===== config.mk =====
export PLATFORM = sky130hd
export DESIGN_NAME = flash_query_host
export DESIGN_NICKNAME = d
export VERILOG_FILES = /design/src/rtl/flash_query_pkg.sv /design/src/rtl/flash_bus_cycle.sv /design/src/rtl/flash_query_host.sv
export SDC_FILE = /design/constraint.sdc
export NUM_CORES = 1
export LEC_CHECK = 0
export BUFFER_PORTS_ARGS = -buffer_cell sky130_fd_sc_hd__buf_2
export CORE_MARGIN = 1
export CORE_UTILIZATION = 45
export CTS_CLUSTER_DIAMETER = 60
export CTS_CLUSTER_SIZE = 28
export DETAILED_ROUTE_END_ITERATION = 16
export GPL_ROUTABILITY_DRIVEN = 0
export GPL_TIMING_DRIVEN = 0
export HOLD_SLACK_MARGIN = 0.1
export PLACE_DENSITY = 0.65
export SYNTH_ARGS = -nofsm -noshare
export SYNTH_HDL_FRONTEND = slang
export SYNTH_SLANG_ARGS = --single-unit

===== constraint.sdc =====
create_clock -name aclk -period 2.29 [get_ports aclk]
set_input_delay 0.1145 -clock aclk [delete_from_list [all_inputs] [get_ports aclk]]
set_output_delay 0.1145 -clock aclk [all_outputs]
set_load 0.02 [all_outputs]

===== src/rtl/flash_query_pkg.sv =====
// constants for the flash query-mode host controller
package flash_query_pkg;

  // register word offsets (byte addresses on the register bus)
  localparam logic [7:0] ctrl_offset   = 8'h00;
  localparam logic [7:0] addr_offset   = 8'h04;
  localparam logic [7:0] wdata_offset  = 8'h08;
  localparam logic [7:0] rdata_offset  = 8'h0c;
  localparam logic [7:0] status_offset = 8'h10;

  // control register fields
  localparam int ctrl_go_bit       = 0;
  localparam int ctrl_op_lsb       = 1;
  localparam int ctrl_byte_mode_bit = 3;
  localparam logic [1:0] op_enter_query = 2'h0;
  localparam logic [1:0] op_exit_query  = 2'h1;
  localparam logic [1:0] op_read        = 2'h2;
  localparam logic [1:0] op_write       = 2'h3;

  // status register fields
  localparam int status_busy_bit    = 0;
  localparam int status_query_bit   = 1;
  localparam int status_sig_bit     = 2;
  localparam int status_refused_bit = 3;
  localparam int status_ready_bit   = 4;

  // reset values
  localparam logic [19:0] addr_reset  = 20'h00000;
  localparam logic [15:0] wdata_reset = 16'h0000;

  // flash command and table values
  localparam logic [15:0] query_cmd        = 16'h0098;
  localparam logic [20:0] query_word_addr  = 21'h000055;
  localparam logic [20:0] query_byte_addr  = 21'h0000aa;
  localparam logic [15:0] reset_cmd_default = 16'h00f0;
  localparam logic [19:0] sig_addr_q = 20'h00010;
  localparam logic [19:0] sig_addr_r = 20'h00011;
  localparam logic [19:0] sig_addr_y = 20'h00012;
  localparam logic [15:0] sig_char_q = 16'h0051;
  localparam logic [15:0] sig_char_r = 16'h0052;
  localparam logic [15:0] sig_char_y = 16'h0059;

  // bus answers
  localparam logic [1:0] resp_okay   = 2'h0;
  localparam logic [1:0] resp_slverr = 2'h2;

  // timing
  localparam int clk_period_ns = 10;
  localparam int t_setup_ns    = 10;
  localparam int t_strobe_ns   = 40;
  localparam int t_hold_ns     = 10;
  localparam int t_read_ns     = 80;
  localparam int sync_stages   = 2;
  localparam logic [3:0] setup_cycles  = 4'((t_setup_ns + clk_period_ns - 1) / clk_period_ns);
  localparam logic [3:0] strobe_cycles = 4'((t_strobe_ns + clk_period_ns - 1) / clk_period_ns);
  localparam logic [3:0] hold_cycles   = 4'((t_hold_ns + clk_period_ns - 1) / clk_period_ns);
  localparam logic [3:0] read_cycles   =
    4'((t_read_ns + clk_period_ns - 1) / clk_period_ns + sync_stages);

endpackage : flash_query_pkg


===== src/rtl/flash_bus_cycle.sv =====
// one asynchronous flash bus cycle, read or write, from the host side
`timescale 1ns/10ps
module flash_bus_cycle (
  input  wire logic        aclk,
  input  wire logic        aresetn,
  input  wire logic        start,
  input  wire logic        is_write,
  input  wire logic [20:0] addr,
  input  wire logic [15:0] wdata,
  output logic             done,
  output logic [15:0]      rdata,
  output logic [20:0]      flash_addr,
  output logic             flash_ce_n,
  output logic             flash_we_n,
  output logic             flash_oe_n,
  output logic [15:0]      flash_dq_out,
  output logic             flash_dq_oe_n,
  input  wire logic [15:0] flash_dq_in
);

  typedef enum logic [1:0] {cyc_idle, cyc_setup, cyc_strobe, cyc_hold} cyc_state_type;

  typedef struct packed {
    cyc_state_type state;
    logic [3:0]    count;
    logic          write;
    logic          done;
    logic [20:0]   addr;
    logic [15:0]   wdata;
    logic [15:0]   rdata;
    logic          ce_n;
    logic          we_n;
    logic          oe_n;
    logic          dq_oe_n;
    logic [15:0]   dq_meta;
    logic [15:0]   dq_sync;
  } cyc_regs_type;

  cyc_regs_type r;
  cyc_regs_type next_r;

  always_comb begin
    next_r = r;
    next_r.done = 1'b0;
    // data lines pass two flops before anything reads them
    next_r.dq_meta = flash_dq_in;
    next_r.dq_sync = r.dq_meta;
    case (r.state)
      cyc_idle: begin
        if (start) begin
          next_r.state = cyc_setup;
          next_r.count = flash_query_pkg::setup_cycles;
          next_r.write = is_write;
          next_r.addr = addr;
          next_r.wdata = wdata;
          next_r.ce_n = 1'b0;
          next_r.dq_oe_n = ~is_write;
        end
      end
      cyc_setup: begin
        next_r.count = r.count - 4'h1;
        if (r.count == 4'h1) begin
          next_r.state = cyc_strobe;
          // addr settled early: address stable before the later falling strobe
          if (r.write) begin
            next_r.we_n = 1'b0;
            next_r.count = flash_query_pkg::strobe_cycles;
          end else begin
            next_r.oe_n = 1'b0;
            next_r.count = flash_query_pkg::read_cycles;
          end
        end
      end
      cyc_strobe: begin
        next_r.count = r.count - 4'h1;
        if (r.count == 4'h1) begin
          next_r.state = cyc_hold;
          next_r.count = flash_query_pkg::hold_cycles;
          // data latch edge: we rises first, ce stays low one hold period
          next_r.we_n = 1'b1;
          next_r.oe_n = 1'b1;
          if (!r.write) begin
            next_r.rdata = r.dq_sync;
          end
        end
      end
      cyc_hold: begin
        next_r.count = r.count - 4'h1;
        next_r.ce_n = 1'b1;
        if (r.count == 4'h1) begin
          // data released on the same edge that ce goes high again
          next_r.dq_oe_n = 1'b1;
          next_r.state = cyc_idle;
          next_r.done = 1'b1;
        end
      end
      default: next_r.state = cyc_idle;
    endcase
  end

  always_ff @(posedge aclk) begin
    if (!aresetn) begin
      r.state <= cyc_idle;
      r.count <= 4'h0;
      r.write <= 1'b0;
      r.done <= 1'b0;
      r.addr <= 21'h000000;
      r.wdata <= 16'h0000;
      r.rdata <= 16'h0000;
      r.ce_n <= 1'b1;
      r.we_n <= 1'b1;
      r.oe_n <= 1'b1;
      r.dq_oe_n <= 1'b1;
      r.dq_meta <= 16'h0000;
      r.dq_sync <= 16'h0000;
    end else begin
      r <= next_r;
    end
  end

  assign done          = r.done;
  assign rdata         = r.rdata;
  assign flash_addr    = r.addr;
  assign flash_ce_n    = r.ce_n;
  assign flash_we_n    = r.we_n;
  assign flash_oe_n    = r.oe_n;
  assign flash_dq_out  = r.wdata;
  assign flash_dq_oe_n = r.dq_oe_n;

endmodule : flash_bus_cycle


===== src/rtl/flash_query_host.sv =====
// host controller that drives flash query mode from register commands
//
// Contract
// - query command 98h at 55h/AAh enters query
// - only the reset command leaves query mode
// - address latched on later falling strobe
// - data latched on first rising strobe
//
// Decided for this implementation: register access over AXI4-Lite and the placing of the registers.
`timescale 1ns/10ps
module flash_query_host #(
  parameter logic [15:0] reset_cmd = flash_query_pkg::reset_cmd_default
) (
  input  wire logic        aclk,
  input  wire logic        aresetn,
  input  wire logic [7:0]  s_axi_awaddr,
  input  wire logic        s_axi_awvalid,
  output logic             s_axi_awready,
  input  wire logic [31:0] s_axi_wdata,
  input  wire logic [3:0]  s_axi_wstrb,
  input  wire logic        s_axi_wvalid,
  output logic             s_axi_wready,
  output logic [1:0]       s_axi_bresp,
  output logic             s_axi_bvalid,
  input  wire logic        s_axi_bready,
  input  wire logic [7:0]  s_axi_araddr,
  input  wire logic        s_axi_arvalid,
  output logic             s_axi_arready,
  output logic [31:0]      s_axi_rdata,
  output logic [1:0]       s_axi_rresp,
  output logic             s_axi_rvalid,
  input  wire logic        s_axi_rready,
  output logic [20:0]      flash_addr,
  output logic             flash_ce_n,
  output logic             flash_we_n,
  output logic             flash_oe_n,
  output logic             flash_word_mode,
  output logic [15:0]      flash_dq_out,
  output logic             flash_dq_oe_n,
  input  wire logic [15:0] flash_dq_in,
  input  wire logic        flash_ready
);

  typedef enum logic [1:0] {op_idle, op_wait_ready, op_run} op_state_type;

  typedef struct packed {
    logic         aw_held;
    logic [7:0]   aw_addr;
    logic         w_held;
    logic [31:0]  w_data;
    logic [3:0]   w_strb;
    logic         bvalid;
    logic [1:0]   bresp;
    logic         rvalid;
    logic [1:0]   rresp;
    logic [31:0]  rdata;
    logic [1:0]   op;
    logic         byte_mode;
    logic [19:0]  addr;
    logic [15:0]  wdata;
    logic [15:0]  rdata_flash;
    logic         in_query;
    logic [2:0]   sig_seen;
    logic         refused;
    op_state_type state;
    logic         cyc_start;
    logic         ready_meta;
    logic         ready_sync;
  } host_regs_type;

  host_regs_type r;
  host_regs_type next_r;

  logic        cyc_done;
  logic [15:0] cyc_rdata;
  logic [20:0] cyc_addr;
  logic [15:0] cyc_wdata;
  logic        cyc_write;

  // address and data driven to the flash for the pending operation
  always_comb begin
    cyc_addr = {1'b0, r.addr};
    cyc_wdata = r.wdata;
    cyc_write = 1'b1;
    case (r.op)
      flash_query_pkg::op_enter_query: begin
        // query entry: word or byte command address
        cyc_addr = r.byte_mode ? flash_query_pkg::query_byte_addr
                               : flash_query_pkg::query_word_addr;
        cyc_wdata = flash_query_pkg::query_cmd;
      end
      flash_query_pkg::op_exit_query: begin
        // reset command: address is a don't care
        cyc_addr = 21'h000000;
        cyc_wdata = reset_cmd;
      end
      flash_query_pkg::op_read: begin
        // byte addressing: table word n sits at byte 2n
        cyc_addr = r.byte_mode ? {r.addr, 1'b0} : {1'b0, r.addr};
        cyc_write = 1'b0;
      end
      default: begin
        cyc_write = 1'b1;
      end
    endcase
  end

  always_comb begin
    logic [31:0] status_word;
    logic        go;
    logic        wr_fire;
    status_word = 32'h00000000;
    go = 1'b0;
    wr_fire = 1'b0;
    next_r = r;
    next_r.cyc_start = 1'b0;
    // ready pin passes two flops before it is looked at
    next_r.ready_meta = flash_ready;
    next_r.ready_sync = r.ready_meta;

    status_word[flash_query_pkg::status_busy_bit]    = (r.state != op_idle);
    status_word[flash_query_pkg::status_query_bit]   = r.in_query;
    status_word[flash_query_pkg::status_sig_bit]     = &r.sig_seen;
    status_word[flash_query_pkg::status_refused_bit] = r.refused;
    status_word[flash_query_pkg::status_ready_bit]   = r.ready_sync;

    // write address and data are taken in either order
    if (s_axi_awvalid && !r.aw_held) begin
      next_r.aw_held = 1'b1;
      next_r.aw_addr = s_axi_awaddr;
    end
    if (s_axi_wvalid && !r.w_held) begin
      next_r.w_held = 1'b1;
      next_r.w_data = s_axi_wdata;
      next_r.w_strb = s_axi_wstrb;
    end
    if (r.aw_held && r.w_held && !r.bvalid) begin
      wr_fire = 1'b1;
      next_r.aw_held = 1'b0;
      next_r.w_held = 1'b0;
      next_r.bvalid = 1'b1;
      next_r.bresp = flash_query_pkg::resp_okay;
      if (r.aw_addr == flash_query_pkg::ctrl_offset) begin
        if (r.w_strb[0]) begin
          go = r.w_data[flash_query_pkg::ctrl_go_bit];
          if (r.state == op_idle) begin
            next_r.byte_mode = r.w_data[flash_query_pkg::ctrl_byte_mode_bit];
            next_r.op = r.w_data[flash_query_pkg::ctrl_op_lsb +: 2];
          end
        end
      end else if (r.aw_addr == flash_query_pkg::addr_offset) begin
        if (r.w_strb[0]) next_r.addr[7:0] = r.w_data[7:0];
        if (r.w_strb[1]) next_r.addr[15:8] = r.w_data[15:8];
        if (r.w_strb[2]) next_r.addr[19:16] = r.w_data[19:16];
      end else if (r.aw_addr == flash_query_pkg::wdata_offset) begin
        if (r.w_strb[0]) next_r.wdata[7:0] = r.w_data[7:0];
        if (r.w_strb[1]) next_r.wdata[15:8] = r.w_data[15:8];
      end else if (r.aw_addr == flash_query_pkg::status_offset) begin
        // write one to clear; a refusal in the same cycle wins below
        if (r.w_strb[0] && r.w_data[flash_query_pkg::status_refused_bit]) begin
          next_r.refused = 1'b0;
        end
      end else if (r.aw_addr != flash_query_pkg::rdata_offset) begin
        next_r.bresp = flash_query_pkg::resp_slverr;
      end
    end
    if (r.bvalid && s_axi_bready) begin
      next_r.bvalid = 1'b0;
    end

    // read channel: answer one cycle after the address is taken
    if (s_axi_arvalid && !r.rvalid) begin
      next_r.rvalid = 1'b1;
      next_r.rresp = flash_query_pkg::resp_okay;
      next_r.rdata = 32'h00000000;
      if (s_axi_araddr == flash_query_pkg::ctrl_offset) begin
        next_r.rdata[flash_query_pkg::ctrl_op_lsb +: 2] = r.op;
        next_r.rdata[flash_query_pkg::ctrl_byte_mode_bit] = r.byte_mode;
      end else if (s_axi_araddr == flash_query_pkg::addr_offset) begin
        next_r.rdata[19:0] = r.addr;
      end else if (s_axi_araddr == flash_query_pkg::wdata_offset) begin
        next_r.rdata[15:0] = r.wdata;
      end else if (s_axi_araddr == flash_query_pkg::rdata_offset) begin
        next_r.rdata[15:0] = r.rdata_flash;
      end else if (s_axi_araddr == flash_query_pkg::status_offset) begin
        next_r.rdata = status_word;
      end else begin
        next_r.rresp = flash_query_pkg::resp_slverr;
      end
    end else if (r.rvalid && s_axi_rready) begin
      next_r.rvalid = 1'b0;
    end

    // operation sequencer
    case (r.state)
      op_idle: begin
        if (go && wr_fire) begin
          next_r.state = op_wait_ready;
        end
      end
      op_wait_ready: begin
        // no entry while busy: wait for the ready pin first
        if (r.ready_sync) begin
          next_r.state = op_run;
          next_r.cyc_start = 1'b1;
        end
      end
      op_run: begin
        if (cyc_done) begin
          next_r.state = op_idle;
          if (r.op == flash_query_pkg::op_enter_query) begin
            next_r.in_query = 1'b1;
            next_r.sig_seen = 3'h0;
          end else if (r.op == flash_query_pkg::op_exit_query) begin
            // leave query: only after the reset command
            next_r.in_query = 1'b0;
            next_r.sig_seen = 3'h0;
          end else if (r.op == flash_query_pkg::op_read) begin
            // data pins beyond the low byte float in byte mode
            next_r.rdata_flash = r.byte_mode ? {8'h00, cyc_rdata[7:0]} : cyc_rdata;
            // signature check: Q, R, Y at 10h-12h
            if (r.in_query) begin
              if (r.addr == flash_query_pkg::sig_addr_q) begin
                next_r.sig_seen[0] = (cyc_rdata[7:0] == flash_query_pkg::sig_char_q[7:0]);
              end else if (r.addr == flash_query_pkg::sig_addr_r) begin
                next_r.sig_seen[1] = (cyc_rdata[7:0] == flash_query_pkg::sig_char_r[7:0]);
              end else if (r.addr == flash_query_pkg::sig_addr_y) begin
                next_r.sig_seen[2] = (cyc_rdata[7:0] == flash_query_pkg::sig_char_y[7:0]);
              end
            end
          end
        end
      end
      default: next_r.state = op_idle;
    endcase

    // a go while an operation runs is dropped and flagged
    if (go && wr_fire && r.state != op_idle) begin
      next_r.refused = 1'b1;
    end
  end

  always_ff @(posedge aclk) begin
    if (!aresetn) begin
      r.aw_held <= 1'b0;
      r.aw_addr <= 8'h00;
      r.w_held <= 1'b0;
      r.w_data <= 32'h00000000;
      r.w_strb <= 4'h0;
      r.bvalid <= 1'b0;
      r.bresp <= 2'h0;
      r.rvalid <= 1'b0;
      r.rresp <= 2'h0;
      r.rdata <= 32'h00000000;
      r.op <= flash_query_pkg::op_enter_query;
      r.byte_mode <= 1'b0;
      r.addr <= flash_query_pkg::addr_reset;
      r.wdata <= flash_query_pkg::wdata_reset;
      r.rdata_flash <= 16'h0000;
      r.in_query <= 1'b0;
      r.sig_seen <= 3'h0;
      r.refused <= 1'b0;
      r.state <= op_idle;
      r.cyc_start <= 1'b0;
      r.ready_meta <= 1'b0;
      r.ready_sync <= 1'b0;
    end else begin
      r <= next_r;
    end
  end

  flash_bus_cycle u_cycle (
    .aclk          (aclk),
    .aresetn       (aresetn),
    .start         (r.cyc_start),
    .is_write      (cyc_write),
    .addr          (cyc_addr),
    .wdata         (cyc_wdata),
    .done          (cyc_done),
    .rdata         (cyc_rdata),
    .flash_addr    (flash_addr),
    .flash_ce_n    (flash_ce_n),
    .flash_we_n    (flash_we_n),
    .flash_oe_n    (flash_oe_n),
    .flash_dq_out  (flash_dq_out),
    .flash_dq_oe_n (flash_dq_oe_n),
    .flash_dq_in   (flash_dq_in)
  );

  assign s_axi_awready   = !r.aw_held;
  assign s_axi_wready    = !r.w_held;
  assign s_axi_bvalid    = r.bvalid;
  assign s_axi_bresp     = r.bresp;
  assign s_axi_arready   = !r.rvalid;
  assign s_axi_rvalid    = r.rvalid;
  assign s_axi_rresp     = r.rresp;
  assign s_axi_rdata     = r.rdata;
  assign flash_word_mode = !r.byte_mode;

endmodule : flash_query_host


* Word level (Yosys, flattened, before mapping) *
Index checks and enable logic that the tools add are counted.
Widths: inputs -> output; s select.

cells by class
  add/sub/neg operators = 1
  equality and inequality tests = 36
  mux-type cells = 66
  bitwise operators = 6
  reductions and logical operators = 58

operators by type and width
  cell                 number
  $pmux 21 s3          1
  $eq 20x5->1 const B  3
  $mux 16              3
  $mux 18              2
  $pmux 16 s2          1
  $mux 30              1
  $reduce_and 4->1     7
  $mux 1               26
  $eq 8x4->1 const B   3
  $eq 8x7->1 const B   3
  $mux 2               12
  $pmux 6 s4           1
  $mux 21              1
  $mux 20              1
  $reduce_and 5->1     4
  $ne 2x1->1 const B   9
  $eq 8x3->1 const B   2
  $eq 8x5->1 const B   2
  $logic_not 8->1      2
  $reduce_bool 2->1    8
  $mux 3               5
  $reduce_and 3->1     5
  $reduce_bool 3->1    5
  $mux 14              1
  23 further kinds     59

word-level totals
  bits in registers = 233
  bits of input ports = 76

* Longest topological paths before layout *
  word-level depth = 8
  gate-level depth with buffers = 9
  mapped depth without buffers = 7

* Modules after synthesis *
From an unflattened synthesis, not the netlist that was laid out.

unflattened totals
  cells, all modules = 1121
  area total of the unflattened synthesis = 9993.3 um^2

modules (own cells, without submodules)
  module            instances  cells an instance  area an instance (um^2)
  flash_query_host  1          710                6125.9
  flash_bus_cycle   1          411                3867.5

* Worst setup path before layout *
Ideal clock, no wire load.

  path type = flip-flop to flip-flop
  from = register r[141] (netlist bit)
  to = register r[27] (netlist bit)
  setup time = 128 ps
  data arrival time = 1950 ps
  data required time = 2162 ps
  setup slack = 212 ps
  stages on the path, launching flop included = 6
  buffers on the path = 0
  clock period less this slack = 2078 ps
  cell sequence = dfxtp_1 -> or4_4 -> nor4_4 -> nand3_4 -> mux2i_1 -> nor2_1

between the ends
  cells in the longest elaborated chain, start to end = 3
  elaborated cells on any way between the ends = 6

ends and longest elaborated chain
  what                                           RTL line                                          source
  start: declaration                             flash_query_host.sv:71                            host_regs_type r;
  start signal: assignment                       flash_query_host.sv:268                           r <= next_r;
  $eq 8x3->1 or $logic_not 8->1 (tied branches)  flash_query_host.sv:151, flash_query_host.sv:143
  $not 1->1 (no line)                            n/a
  $reduce_and 5->1 (no line) (*)                 n/a

Every way passes the cells marked *; elsewhere a longest branch is shown, timed or not.
A chain may end at the register's enable or synchronous reset.

* Worst setup path after layout *
  from = register u_cycle.r[91] (netlist bit)
  to = register u_cycle.rdata[12] (netlist name)

between the ends
  cells in the longest elaborated chain, start to end = 2

ends and longest elaborated chain
  what                        RTL line                source
  start: declaration          flash_bus_cycle.sv:39   cyc_regs_type r;
  start signal: assignment    flash_bus_cycle.sv:117  r <= next_r;
  $eq 4x1->1                  flash_bus_cycle.sv:76   if (r.count == 4'h1) begin
  $reduce_and 3->1 (no line)  n/a

Every way passes these cells.

==> out/results.ini <==
[status]
status = completed

[logic_synthesis]
muxShareOfSynthArea_pct = 8.254
ys.flop_type = dfxtp_1
ys_seq_area_share_pct = 48.13
synth_top_family_by_area = simple AND/OR/NAND/NOR gates
yosysUniqueCellTypes = 62
synthSimpleGateAreaFrac_pct = 21.77
synth_area_leader_cell = dfxtp_1
synth-compound-area-share_pct = 12.21
synthAdderAreaFrac_pct = 0.3846
synth_top_area_share_pct = 48.13
ys_seq_elements = 219
yosysWarningCount = 0
synth_edf_count = 0
syn_area_mm2 = 0.009110
synth-xor-area-share_pct = 0.09614
yosys-top-cells-area = dfxtp_1 (48%), mux2i_1 (8.1%), buf_4 (6.0%)
synthCells = 1035
async_flop_share_pct = 0
synth_area_per_cell_um2 = 8.802

[floorplan]
die_h_um = 144.3
core_area_mm2 = 0.01965
ios = 159
initial_utilization_pct = 46.35
die_area_mm2 = 0.02082
std_cell_rows = 51
die_w_um = 144.3

[timing]
setup_viol = 0
slew_viol_final = 0
layout_min_cycle_time_ns = 2.116
fin_crit_sh_pct = 92.40
grt_setup_unrepaired = false
max_slew.worst_pin.slew_ns = 0.8283
finClkSkew_ns = 0.02219
max_freq_ghz = 0.4726
finalHoldViolations = 0
layout_setup_ws_ns = 0.1741
slew_headroom_pct = 44.78

[route]
first_pass_iters = 5
wl_um = 24900
drc = 0
ant_nets = 0
vias = 7725
viasPerCell = 5.046
drt_first_iter_violations = 528
wl_per_cell_um = 16.26

[global_routing]
grt_pass1_vias = 7085
grt_pass1_wl_um = 38260
overflow = 0
use_met2_pct = 41.95
met1_usage_pct = 31.85
grt_use_total_pct = 24.14
antenna_found_initial = 0
grt_start_max_net_pins = 26
grt_busiest_layer = met2
met3_usage_pct = 3.311

[final_layout]
multi_input_area_mm2 = 0.003949
postLayoutCellArea_mm2 = 0.01132
final_layout_size_suffix_gt1_share_pct = 20.22
nNetsFinal = 1334
syn2layout_area_growth_pct = 24.30
diodes = 0
n_fill_cell = 1795
final_util_pct = 57.61
seqCellArea_mm2 = 0.004384

[min_path]
holdPathStages = 4
min-delay-start = s_axi_araddr[0]
hold_path_class = input port to flip-flop
whs_endpoint = s_axi_rresp[1]$_SDFFE_PN0P_

[placement]
place_ws_ns = -0.1074
dp_hpwl_um = 17850
postPlaceCellArea_mm2 = 0.01015
port_buffers = 131

[power]
p_leak_nw = 4.880
p_total_mw = 7.389
ir_worst_vdd_uv = 452.6
p_per_area_mw_per_mm2 = 652.5

[worst_setup_path]
endpoint_kind = flip-flop
rrSetupSlack_ns = 0.17
path_class = flip-flop to flip-flop
worstPathMaxFanout = 10
r2r-end = u_cycle.rdata[12]$_SDFFE_PN0P_
worstReg2RegStart = u_cycle.r[91]$_SDFFE_PN0N_
crit_path_start_kind = flip-flop
arrival_ns = 2.46
reg2reg_depth = 8
cp.required_ns = 2.64

[clock_network]
clk_pin_slew_ns = 0.08
htreeDepth = 1
cts_max_path_buffers = 3
numClockSinks = 219
cts_tree = yes
clk_latency_ns = 0.50
cts_root_buffer = clkbuf_16
cts_buffers = 16

[flow_run]
max_cap_violations = 0

[per-layer routing]
layer / wire [µm] / up-vias
met5: 0 / -
met4: 348 / 0
met3: 1217 / 25
met2: 12120 / 202
met1: 11220 / 3611
li1: - / 3887
[worst max-delay path: stages, from the launching register on]
cell and delay, ns:
dfxtp_1 0.42, ha_1 0.21, or3b_1 0.34, clkbuf_1 0.21, nor2_2 0.21, nand2_1 0.20
clkbuf_2 0.24, nand2_1 0.10, a21oi_1 0.06
[cell usage after synthesis, types with 5 or more instances]
cell         n
inv_1       11
mux2i_1     74
nor2b_1     16
buf_4       73
a21oi_1     96
nand3_4      5
a221o_1     11
a22oi_1      8
a2bb2oi_1   12
nor2_1     112
clkbuf_1    60
a211oi_1     8
dfxtp_1    219
o21ai_0     10
nand2_1    138
and2_1      36
nor3_1      14
nand2b_1    10
nand3_1     47
[cell type report]
class                   instances  share of cell area [%]
multi-input cells             681                   34.87
clock buffers                  19                   3.912
well taps                     265                   2.928
clock inverters                 9                   1.083
repair buffers                190                   11.09
inverters                      12                  0.3978
plain buffers                 136                   6.994
flip-flops and latches        219                   38.72
[state kept, by name (all words and copies together), names as in the netlist]
signal	flops
r	97
u_cycle.r	23
u_cycle.flash_addr	21
s_axi_rdata	20
u_cycle.flash_dq_out	16
u_cycle.next_r	16
u_cycle.rdata	16
next_r	1
s_axi_bresp	1
s_axi_bvalid	1
s_axi_rresp	1
s_axi_rvalid	1
u_cycle.done	1
u_cycle.flash_ce_n	1
u_cycle.flash_dq_oe_n	1
u_cycle.flash_oe_n	1
u_cycle.flash_we_n	1
[how the worst max path moves through the flow]
stage,start,end,slack (ns),cells after the start
2_1_floorplan,r[141]$_SDFFE_PN0P_,r[27]$_SDFFE_PN0P_,0.21,5
3_3_place_gp,r[63]$_SDFFE_PN0P_,u_cycle.flash_addr[9]$_SDFFE_PN0P_,-0.1,7
3_5_place_dp,r[63]$_SDFFE_PN0P_,u_cycle.flash_addr[17]$_SDFFE_PN0P_,-0.11,7
4_1_cts,u_cycle.r[91]$_SDFFE_PN0N_,u_cycle.rdata[12]$_SDFFE_PN0P_,0.07,8
5_1_grt,u_cycle.r[91]$_SDFFE_PN0N_,u_cycle.rdata[12]$_SDFFE_PN0P_,0.01,8
6_report,u_cycle.r[91]$_SDFFE_PN0N_,u_cycle.rdata[12]$_SDFFE_PN0P_,0.17,8
[timing repair]
action                                  CTS  global route
gates resized for setup                   1            10
pin swaps                                 1             0
hold buffers                             58             0
hold endpoints to repair                 58             0
setup buffers                             1             0
endpoints found under the setup margin   41            26
[cell usage in the layout (no fill, tap or decap), drive strengths merged, types with 7 or more instances in the layout]
cell type    netlist  layout
nor3              15      15
nor2b             16      16
nand3             53      53
conb               1      14
inv               12      13
nor2             113     113
and2              36      36
a221o             11      11
nand2b            10      10
a211oi             8       8
dlygate4sd3        0      58
clkinv             0       7
a2bb2oi           12      12
dfxtp            219     219
o21ai             12      12
mux2i             74      74
nand2            138     138
buf               76     208
a22oi              8       8
clkbuf            60      79
a21oi             96      96
[logic make-up (layout without fill, tap and decap cells)]
group | count (synthesis) | count (layout)
adders and majority gates | 3 | 3
muxes | 75 | 75
and+or+nand+nor | 411 | 411
AOI/OAI and AO/OA | 177 | 177
DFF | 219 | 219
other | 1 | 14
xor gates and xnor gates | 1 | 1
buffers and inverters | 148 | 366
[power breakdown]
group | internal (mW) | switching, mW
logic | 0.217 | 0.281
registers | 3.88 | 0.0516
clock network | 1.47 | 1.49
total | 5.57 | 1.82
[per-stage QoR]
step	TNS (ns)	hold slack (ns)	std cells
after global routing	0	0.1560	1531
after global placement	-2.147	0.3026	1444
after CTS	0	0.1008	1531
after detailed placement	-2.152	0.3057	1444
after floorplan	0	0.2135	1048
final	0	0.1087	1531
Note: power is estimated with default switching activity, not from simulation.
